### src/hdl/stop_motion_pkg.sv
// constants and carriers for the stop-motion command handler
// assumes one system clock and a frame-level command strobe from the link
package stop_motion_pkg;
  localparam logic [7:0] CMD_STOP_MOTION = 8'h25;
  localparam logic [1:0] PHASE_1 = 2'h1;
  localparam logic [1:0] PHASE_2 = 2'h2;
  localparam logic [1:0] PHASE_3 = 2'h3;
  localparam logic [15:0] WARN_CMD_1 = 16'h095A;
  localparam logic [15:0] WARN_NONE = 16'h0000;
  localparam logic [7:0] RESET_BYTE = 8'h00;
  localparam logic STOP_DECEL = 1'b0;
  localparam logic STOP_IMMEDIATE = 1'b1;

  typedef struct packed {
    logic [7:0] code;
    logic [7:0] option;
    logic stop_method_select;
  } cmd_s;

  typedef struct packed {
    logic [7:0] code;
    logic [15:0] alarm;
    logic [7:0] status;
  } rsp_s;
endpackage

### src/hdl/stop_motion_command_handler.sv
// stop-motion command interpreter for the drive's cyclic link
// assumes cmd_valid_in is a one-cycle strobe from same-clock frame logic
// How it works
// - command code 25H selects stop motion
// - accepted command decelerates or cuts output, then holds position
// - act only in link phases 2 and 3
// - phase 1 raises warning A.95A, ignored
// - option field is captured and applied
// - output-complete flag marks stop finished
// - cancel pending latch, positioning, servo latches
// - abort home-return latch and alignment
// - selector 0 follows deceleration parameter
// - selector 1 cuts output immediately
`timescale 1ns/1ps
module stop_motion_command_handler (
  input wire logic clk_sys_in,
  input wire logic nrst_in,
  input wire logic cmd_valid_in,
  input wire stop_motion_pkg::cmd_s cmd_in,
  input wire logic [1:0] link_phase_in,
  input wire logic [15:0] speed_in,
  input wire logic [15:0] decel_param_in,
  input wire logic [7:0] status_in,
  output logic [15:0] speed_ref_out,
  output logic output_cut_out,
  output logic output_complete_flag_out,
  output logic latch_cancel_out,
  output logic home_return_abort_out,
  output logic [7:0] option_out,
  output logic rsp_valid_out,
  output stop_motion_pkg::rsp_s rsp_out
);
  import stop_motion_pkg::*;

  typedef enum logic [2:0] {
    ST_IDLE = 3'b001,
    ST_STOP = 3'b010,
    ST_HOLD = 3'b100
  } state_e;

  state_e state;
  logic is_stop_cmd;
  logic phase_ok;
  logic accept;
  logic reject;
  logic ramp_start;
  logic ramp_done;
  logic [15:0] ramp_speed;
  logic method;
  logic ramp_finished;

  ////////////////////////////////////////////////////////////////////////
  assign is_stop_cmd = cmd_valid_in && cmd_in.code == CMD_STOP_MOTION;
  assign phase_ok = link_phase_in == PHASE_2 ||
                    link_phase_in == PHASE_3;
  assign accept = is_stop_cmd && phase_ok;
  assign reject = is_stop_cmd && !phase_ok;
  // a done left over from a cut ramp must not end the restarted stop
  assign ramp_finished = ramp_done && !ramp_start && !accept;

  stop_ramp u_ramp (
    .clk_sys_in(clk_sys_in),
    .nrst_in(nrst_in),
    .start_in(ramp_start),
    .immediate_in(method),
    .speed_in(speed_in),
    .decel_in(decel_param_in),
    .speed_out(ramp_speed),
    .done_out(ramp_done)
  );

  ////////////////////////////////////////////////////////////////////////
  // the ramp starts a cycle after accept so the selector is registered
  always_ff @(posedge clk_sys_in) begin
    if (!nrst_in) begin
      ramp_start <= 1'b0;
      method <= STOP_DECEL;
      option_out <= RESET_BYTE;
    end else begin
      ramp_start <= accept;
      if (accept) begin
        method <= cmd_in.stop_method_select;
        option_out <= cmd_in.option;
      end
    end
  end

  always_ff @(posedge clk_sys_in) begin
    if (!nrst_in) begin
      state <= ST_IDLE;
    end else begin
      unique case (state)
        ST_IDLE: begin
          if (accept) begin
            state <= ST_STOP;
          end
        end
        ST_STOP: begin
          if (ramp_finished) begin
            state <= ST_HOLD;
          end
        end
        ST_HOLD: begin
          // only a repeat stop command leaves hold; it restarts the stop
          if (accept) begin
            state <= ST_STOP;
          end
        end
      endcase
    end
  end

  always_ff @(posedge clk_sys_in) begin
    if (!nrst_in) begin
      speed_ref_out <= 16'h0000;
      output_cut_out <= 1'b0;
      output_complete_flag_out <= 1'b1;
    end else begin
      speed_ref_out <= (state == ST_IDLE) ? speed_in : ramp_speed;
      if (accept) begin
        output_complete_flag_out <= 1'b0;
        output_cut_out <= 1'b0;
      end else if (ramp_finished) begin
        output_complete_flag_out <= 1'b1;
        output_cut_out <= method == STOP_IMMEDIATE;
      end
    end
  end

  always_ff @(posedge clk_sys_in) begin
    if (!nrst_in) begin
      latch_cancel_out <= 1'b0;
      home_return_abort_out <= 1'b0;
    end else begin
      latch_cancel_out <= accept;
      home_return_abort_out <= accept;
    end
  end

  ////////////////////////////////////////////////////////////////////////
  always_ff @(posedge clk_sys_in) begin
    if (!nrst_in) begin
      rsp_valid_out <= 1'b0;
      rsp_out <= '0;
    end else begin
      rsp_valid_out <= is_stop_cmd;
      if (is_stop_cmd) begin
        rsp_out.code <= cmd_in.code;
        rsp_out.alarm <= reject ? WARN_CMD_1 : WARN_NONE;
        rsp_out.status <= status_in;
      end
    end
  end

  ////////////////////////////////////////////////////////////////////////
  a_phase1_ignored: assert property (
    @(posedge clk_sys_in) disable iff (!nrst_in)
    reject && state == ST_IDLE |=> state == ST_IDLE)
    else $error("stop accepted in phase 1");

  a_warn_code: assert property (
    @(posedge clk_sys_in) disable iff (!nrst_in)
    reject |=> rsp_valid_out && rsp_out.alarm == WARN_CMD_1)
    else $error("missing phase 1 warning");

  // every cancel pulse, back to back ones too, needs a legal phase
  a_accept_phase: assert property (
    @(posedge clk_sys_in) disable iff (!nrst_in)
    latch_cancel_out |->
    $past(link_phase_in) == PHASE_2 || $past(link_phase_in) == PHASE_3)
    else $error("accepted outside phases 2 and 3");

  a_latch_cancel: assert property (
    @(posedge clk_sys_in) disable iff (!nrst_in)
    accept |=> latch_cancel_out && home_return_abort_out)
    else $error("latch not cancelled");

  a_home_abort: assert property (
    @(posedge clk_sys_in) disable iff (!nrst_in)
    home_return_abort_out |-> !output_complete_flag_out)
    else $error("home return abort without a stop");

  a_flag_drops: assert property (
    @(posedge clk_sys_in) disable iff (!nrst_in)
    accept |=> !output_complete_flag_out)
    else $error("complete flag not cleared");

  a_cut_fast: assert property (
    @(posedge clk_sys_in) disable iff (!nrst_in)
    (accept && cmd_in.stop_method_select == STOP_IMMEDIATE) ##1
    (!accept)[*2] |=> output_complete_flag_out && output_cut_out)
    else $error("immediate stop too slow");

  a_echo_code: assert property (
    @(posedge clk_sys_in) disable iff (!nrst_in)
    is_stop_cmd |=> rsp_out.code == CMD_STOP_MOTION)
    else $error("response code not echoed");

  a_option_kept: assert property (
    @(posedge clk_sys_in) disable iff (!nrst_in)
    accept |=> option_out == $past(cmd_in.option))
    else $error("option not captured");

  a_decel_hold: assert property (
    @(posedge clk_sys_in) disable iff (!nrst_in)
    state == ST_HOLD |-> ramp_speed == 16'h0000)
    else $error("hold with nonzero speed");

  // a restarted ramp must not report the old ramp's completion
  a_restart_kept: assert property (
    @(posedge clk_sys_in) disable iff (!nrst_in)
    ramp_start |=> !output_complete_flag_out)
    else $error("stale done ended a restarted stop");

  a_hold_flag: assert property (
    @(posedge clk_sys_in) disable iff (!nrst_in)
    state == ST_HOLD |-> output_complete_flag_out)
    else $error("holding without complete flag");

  a_cut_decel: assert property (
    @(posedge clk_sys_in) disable iff (!nrst_in)
    ramp_finished && method == STOP_DECEL |=> !output_cut_out)
    else $error("output cut after a ramped stop");
endmodule

### src/hdl/stop_ramp.sv
// deceleration ramp: steps speed toward zero
// assumes decel rate is static while ramping
`timescale 1ns/1ps
module stop_ramp (
  input wire logic clk_sys_in,
  input wire logic nrst_in,
  input wire logic start_in,
  input wire logic immediate_in,
  input wire logic [15:0] speed_in,
  input wire logic [15:0] decel_in,
  output logic [15:0] speed_out,
  output logic done_out
);
  import stop_motion_pkg::*;

  logic active;

  always_ff @(posedge clk_sys_in) begin
    if (!nrst_in) begin
      speed_out <= 16'h0000;
      active <= 1'b0;
      done_out <= 1'b0;
    end else begin
      done_out <= 1'b0;
      if (start_in) begin
        active <= !immediate_in && speed_in != 16'h0000;
        speed_out <= immediate_in ? 16'h0000 : speed_in;
        done_out <= immediate_in || speed_in == 16'h0000;
      end else if (active) begin
        // a zero decel would hang the ramp, so treat it as one step
        if (speed_out <= decel_in || decel_in == 16'h0000) begin
          speed_out <= 16'h0000;
          active <= 1'b0;
          done_out <= 1'b1;
        end else begin
          speed_out <= speed_out - decel_in;
        end
      end
    end
  end
endmodule

### config.mk
export PLATFORM = sky130hd
export DESIGN_NAME = stop_motion_command_handler
export DESIGN_NICKNAME = d
export VERILOG_FILES = /design/src/hdl/stop_motion_pkg.sv /design/src/hdl/stop_motion_command_handler.sv /design/src/hdl/stop_ramp.sv
export SDC_FILE = /design/constraint.sdc
export NUM_CORES = 1
export LEC_CHECK = 0
export BUFFER_PORTS_ARGS = -buffer_cell sky130_fd_sc_hd__buf_2
export CAP_MARGIN = 10
export CORE_MARGIN = 3
export CORE_UTILIZATION = 41
export DETAILED_ROUTE_END_ITERATION = 6
export PLACE_DENSITY = 0.77
export SLEW_MARGIN = 20
export SYNTH_ARGS = -nofsm -noshare
export SYNTH_HDL_FRONTEND = slang
export SYNTH_SLANG_ARGS = --single-unit
export TNS_END_PERCENT = 5
### constraint.sdc
create_clock -name clk_sys_in -period 6.1 [get_ports clk_sys_in]
set_input_delay 0.61 -clock clk_sys_in [delete_from_list [all_inputs] [get_ports clk_sys_in]]
set_output_delay 0.61 -clock clk_sys_in [all_outputs]
set_load 0.02 [all_outputs]
==> results of run 1 <==
[power breakdown]
part	internal [µW]	leakage, µW	switching [µW]
Clock	189	0.0000927	176
Sequential	446	0.000544	2.49
Combinational	40.2	0.00143	68.0
[cells in the mapped netlist (2+ instances only)]
library cell	number
a221oi_2	10
buf_4	17
buf_6	2
a21oi_2	2
a21boi_0	34
buf_1	2
nand4b_1	2
a21o_1	3
and4_1	2
nand2b_1	2
nor3b_1	2
xor2_1	4
o211ai_1	2
and2_1	4
nor4_1	8
clkbuf_1	16
o21a_1	5
a31oi_1	2
a211o_1	2
dfxtp_1	67
a22oi_1	2
ha_1	16
nor2b_1	3
and3_1	10
nand3_1	6
xnor2_1	8
a21oi_1	20
or4_1	3
o21ai_0	20
a221oi_1	4
nor2_1	23
inv_1	18
nand4_1	3
buf_2	5
nand2_1	86
[kinds of logic (layout without fill, tap and decap cells)]
logic type                 count (synthesis)  in the layout
DFF                                       67             67
AOI/OAI and AO/OA                        117            117
adders and majority gates                 17             17
muxes                                      1              1
and+or+nand+nor                          159            159
xor gates and xnor gates                  12             12
other                                      1             10
buffers and inverters                     61            147
[state kept, by name, summed over array words and instances (netlist names)]
signal / cells
output_cut_out: 1
rsp_valid_out: 1
home_return_abort_out: 1
method: 1
u_ramp.active: 1
option_out: 8
u_ramp.done_out: 1
rsp_out: 17
output_complete_flag_out: 1
speed_ref_out: 16
u_ramp.speed_out: 16
state: 3
[per-layer routing]
metal  up-vias  global-route usage [%]
li1       1674                       -
met1      1577                    25.2
met2       102                    31.4
met3        11                    3.06
met4         0                    6.41
met5         -                       0
[path summary, 6_finish.rpt]
check / startpoint / endpoint / cells past startpoint
min: rsp_out[29] / rsp_out[29] / 1
min reg2reg: rsp_out[29] / rsp_out[29] / 1
max: decel_param_in[9] / u_ramp.speed_out[15] / 10
max reg2reg: u_ramp.speed_out[9] / u_ramp.speed_out[15] / 8
[through the flow]
| stage | area, µm² | cells | hold slack, ns | worst slack (ns) |
|---|---|---|---|---|
| CTS | 4290 | 635 | 0.473 | 3.29 |
| floorplan | 3650 | 444 | 0.453 | 3.59 |
| global route | 4290 | 635 | 0.497 | 2.98 |
| finish | 4290 | 635 | 0.469 | 3.27 |
| global placement | 4100 | 619 | 0.444 | 2.96 |
| detailed placement | 4100 | 619 | 0.456 | 2.95 |
[layout make-up]
class | count | area [µm²]
Inverter | 18 | 67.6
Tap cell | 105 | 131
Multi-Input combinational cell | 316 | 1990
Fill cell | 848 | 4090
Clock inverter | 6 | 63.8
Clock buffer | 10 | 128
Timing Repair Buffer | 113 | 571
Sequential cell | 67 | 1340
==> summary.md, run 1 <==
| Metric | Value |
|---|---|
| Starting Density | `43.1%` |
| Synth cell types | `55` |
| Placer Congestion | `0.936` |
| Layout Area Growth over Synthesis | `18.8%` |
| Avg Cell Area, Syn | `8.30 µm²` |
| Hold_buf cts | `0` |
| WL met2 | `4540 µm` |
| Synth top area share | `37.1%` |
| Final TNS setup | `0 ns` |
| Worst slew pin tran | `1.02 ns` |
| Antenna violations before repair | `0` |
| Die Y | `99.9 µm` |
| #FFs+latches synth | `67` |
| Final WL | `9550 µm` |
| Hold Fails Final Rpt | `0` |
| RSZ-0062 raised after global routing | `false` |
| Pwr Density | `215 nW/µm²` |
| Reg2reg setup slack | `3.31 ns` |
| Simple logic cell fraction of the synthesized area | `20.5%` |
| Routed length per placed instance | `15.0 µm` |
| DRT met1 WL | `4260 µm` |
| Row count | `33` |
| Final setup vio count | `0` |
| Crit-path cells | `buf_2 -> inv_1 -> ha_1 -> a21oi_1 -> o21ai_0 -> a221oi_2 -> a21oi_2 -> nand2_1 -> a211o_1 -> a21boi_2` |
| Clock slew at reported path FFs | `0.07 ns` |
| # DRC | `0` |
| # Post-CTS Setup Buffers | `0` |
| Mapped Area | `3610 µm²` |
| Async SR Flop Fraction | `0%` |
| Clk root buf | `clkbuf_8` |
| Max Clk Rate | `353 MHz` |
| Vias in the first global route | `3194` |
| Detailed Route Iter0 Violations | `187` |
| IO Port Bufs | `111` |
| Slowest CP cell | `a21oi_2` |
| Max stage delay on crit path | `0.82 ns` |
| Worst-path fanout max | `15` |
| Top sig layer | `met4` |
| CTS Buf Count | `9` |
| Global-route wire length before repair | `15400 µm` |
| Share of cells above drive strength 1 | `27.4%` |
| Most frequent cells in the layout | `buf_2 (111), nand2_1 (86), dfxtp_1 (67), a21boi_0 (34), nor2_1 (23)` |
| Final min period | `2.83 ns` |
| Post-synthesis mux area share | `0.277%` |
| Synth Instances | `435` |
| Leakage | `0.00207 µW` |
| Fin crit share | `46.4%` |
| Clk_lat worst skew | `0.34 ns` |
| H-tree levels | `3` |
| Post-Synth XOR/XNOR Area | `2.91%` |
| CP Data Required Time | `6.37 ns` |
| Worst EP arrival | `3.10 ns` |
| Post-synth EDFFs | `0` |
| Width of the die | `99.9 µm` |
| Vias per std cell | `5.30` |
| Clk_skew | `0.0112 ns` |
| Core area | `8380 µm²` |
| Clock Path Buffers | `2` |
| Maxcap violations | `0` |
| Critical Path Sink Type | `flop` |
| Total power | `922 µW` |
| Final #Nets | `604` |
| Die area | `9970 µm²` |
| HP Class | `flop to flop` |
| Largest net degree at the start of global routing | `68` |
| # IOs | `123` |
| GRT overflow | `0` |
| Via count | `3364` |
| Final Max Tran Viols | `0` |
| Area leader, netlist | `dfxtp_1` |
| Post-synthesis compound-gate area fraction | `24.2%` |
| Main area contributors after synthesis | `dfxtp_1 (37%), nand2_1 (8.9%), a21boi_0 (7.1%)` |
| Worst IR Drop VDD | `107 µV` |
| Clk sinks | `67` |
| All-Layer GR Usage | `19.0%` |
| Primary FF master, synth | `dfxtp_1` |
| Synth Area in Adders | `6.10%` |
| Met3 WL post-DR | `606 µm` |
| HPWL after DPL | `7220 µm` |
| WS Path Type | `primary input to flop` |
| DRT Pass-1 Iters | `4` |
| Largest delay share family, worst path | `compound AO/OA/AOI/OAI gates` |
| Buffers & Inverters on Critical Path | `2` |
| Number of synthesis warnings | `0` |
| Slew HR | `32.1%` |
| Combinational family with the most area after synthesis | `compound AO/OA/AOI/OAI gates` |
| Post_cts resized | `0` |
| Antenna cells | `0` |
| Post-DRT Antenna Nets | `0` |
| CTS tree | `built` |
| Commonest non-fill, non-tap cell in the layout | `buf_2` |
| Nature of the critical path startpoint | `primary input` |
| Status | `finished clean` |
| Final Util | `51.2%` |
| Register area share after synthesis | `37.1%` |
No activity file was read; power rests on OpenSTA's default activity.
==> inputs of run 2 (changes only) <==
==> constraint.sdc (replaced) <==
create_clock -name clk_sys_in -period 2.8 [get_ports clk_sys_in]
set_input_delay 0.28 -clock clk_sys_in [delete_from_list [all_inputs] [get_ports clk_sys_in]]
set_output_delay 0.28 -clock clk_sys_in [all_outputs]
set_load 0.02 [all_outputs]
==> run 2 against run 1 <==
Compared with the run above:
- sequential power grew 120%
- hold slack lost 0.28 ns
- critical path depth grew 1
- first-iteration DRC count shrank 25%
- non-clock buffer count grew 2
- sequential share of layout area shrank 0.36 points
- critical path type is now flop to flop
- critical endpoint is now u_ramp.speed_out[14]
- largest cell class unchanged
- largest power group unchanged
==> summary.md, run 2 (synthesized netlist as in run 1, its figures left out) <==
| Metric | Value |
|---|---|
| Detailed Route Iter0 Violations | `140` |
| Via count | `3428` |
| DRT Pass-1 Iters | `4` |
| Row count | `33` |
| Core area | `8380 µm²` |
| Max reg flops | `17` |
| CTS tree | `built` |
| Post_cts resized | `0` |
| Die area | `9970 µm²` |
| Vias in the first global route | `3358` |
| CTS Buf Count | `9` |
| CP Data Required Time | `3.04 ns` |
| Worst EP arrival | `2.83 ns` |
| Hold Slack | `0.187 ns` |
| Share of cells above drive strength 1 | `27.8%` |
| Hold Path Origin | `cmd_in[5]` |
| Clk_skew | `0.00565 ns` |
| Top reg by flops | `rsp_out` |
| Vias per std cell | `5.38` |
| Commonest non-fill, non-tap cell in the layout | `buf_2` |
| Top Usage Layer GRT | `met2` |
| Final Max Tran Viols | `0` |
| Clock Path Buffers | `2` |
| Switching portion of total power | `25.0%` |
| Final WL | `9750 µm` |
| Biggest registers after layout | `rsp_out x17, speed_ref_out x16, u_ramp.speed_out x16` |
| Reg2reg setup slack | `0.20 ns` |
| Die Y | `99.9 µm` |
| Hold Fails Final Rpt | `0` |
| Antenna violations before repair | `0` |
| Hold_buf cts | `0` |
| Hold Path Sink | `option_out[4]` |
| Final TNS setup | `0 ns` |
| Antenna cells | `0` |
| FF-to-FF End | `u_ramp.speed_out[14]` |
| Post-DRT Antenna Nets | `0` |
| Clk pwr share | `42.5%` |
| Int Pwr | `1580 µW` |
| RSZ-0062 raised after global routing | `false` |
| HPWL after DPL | `7400 µm` |
| Final min period | `2.60 ns` |
| Worst slew pin tran | `0.928 ns` |
| Clk root buf | `clkbuf_8` |
| Critical Path Sink Type | `flop` |
| GR Util met1 | `24.8%` |
| Starting Density | `43.1%` |
| Largest net degree at the start of global routing | `68` |
| Final #Nets | `606` |
| # DRC | `0` |
| WS Path Type | `flop to flop` |
| WHS Path Cells | `3` |
| Pwr Density | `487 nW/µm²` |
| Slew HR | `38.2%` |
| H-tree levels | `3` |
| Worst Reg-to-Reg Cells | `11` |
| Clk sinks | `67` |
| Max Clk Rate | `385 MHz` |
| Maxcap violations | `0` |
| Clk_lat worst skew | `0.34 ns` |
| Sequential share of power | `46.2%` |
| Worst-path fanout max | `3` |
| Sw power | `528 µW` |
| Routed length per placed instance | `15.3 µm` |
| Placer Congestion | `0.874` |
| Nature of the critical path startpoint | `flop` |
| Leakage | `0.00210 µW` |
| Final Util | `51.8%` |
| Layout Area Growth over Synthesis | `20.2%` |
| Reg2Reg Launch Point | `u_ramp.speed_out[0]` |
| Most frequent cells in the layout | `buf_2 (111), nand2_1 (86), dfxtp_1 (67), a21boi_0 (34), nor2_1 (23)` |
| Worst IR Drop VDD | `340 µV` |
| Global-route wire length before repair | `15800 µm` |
| GRT overflow | `0` |
| Status | `finished clean` |
| IO Port Bufs | `111` |
| # Post-CTS Setup Buffers | `0` |
| M2 GR Usage | `32.1%` |
| Clock slew at reported path FFs | `0.08 ns` |
| All-Layer GR Usage | `19.6%` |
| Final setup vio count | `0` |
| GRT met3 Usage | `5.35%` |
| HP Class | `primary input to flop` |
| Width of the die | `99.9 µm` |
| Comb power frac | `11.3%` |
| # IOs | `123` |
| Fin crit share | `92.7%` |
-- run 2: area by class of cell --
| class | count | area, µm² |
|---|---|---|
| fillers | 791 | 4040 |
| multi-input cells | 316 | 1990 |
| flip-flops and latches | 67 | 1340 |
| repair buffers | 115 | 586 |
| clock buffers | 10 | 138 |
| well taps | 105 | 131 |
| clock inverters | 6 | 88.8 |
| inverters | 18 | 67.6 |
-- run 2: routing by layer --
layer / wire [µm] / part of all wire, %
met2: 4640 / 48
met4: 184 / 1.9
met3: 619 / 6.3
met1: 4300 / 44
met5: 0 / 0
-- run 2: power by group through the flow --
stage          Sequential [µW]  Clock, µW  Combinational, µW
2_1_floorplan             1020          0                132
3_3_place_gp               998          0                232
3_5_place_dp               999          0                237
4_1_cts                    977        920                238
5_1_grt                    978        957                263
6_report                   977        897                239
-- run 2: critical path: stages (launching register included) --
cell	delay, ns
dfxtp_1	0.33
inv_1	0.06
ha_1	0.16
inv_1	0.06
fa_1	0.42
a211oi_1	0.36
o21ai_1	0.19
a221oi_2	0.35
o221ai_1	0.19
xnor2_1	0.15
o21ai_0	0.08
and2_1	0.16
-- run 2: stage by stage --
step           cell area, µm²  total power (µW)  setup WS (ns)  std cells
6_report                 4340              2110          0.204        637
2_1_floorplan            3650              1150          0.560        444
5_1_grt                  4340              2200         0.0215        637
3_5_place_dp             4120              1240          0.189        621
4_1_cts                  4340              2130          0.215        637
3_3_place_gp             4120              1230          0.261        621
-- run 2: worst max path at each step --
stage                         from                    to
6_report       u_ramp.speed_out[0]  u_ramp.speed_out[14]
5_1_grt        u_ramp.speed_out[0]  u_ramp.speed_out[14]
4_1_cts        u_ramp.speed_out[0]  u_ramp.speed_out[14]
3_5_place_dp     decel_param_in[0]  u_ramp.speed_out[14]
3_3_place_gp     decel_param_in[0]  u_ramp.speed_out[14]
2_1_floorplan  u_ramp.speed_out[0]  u_ramp.speed_out[14]
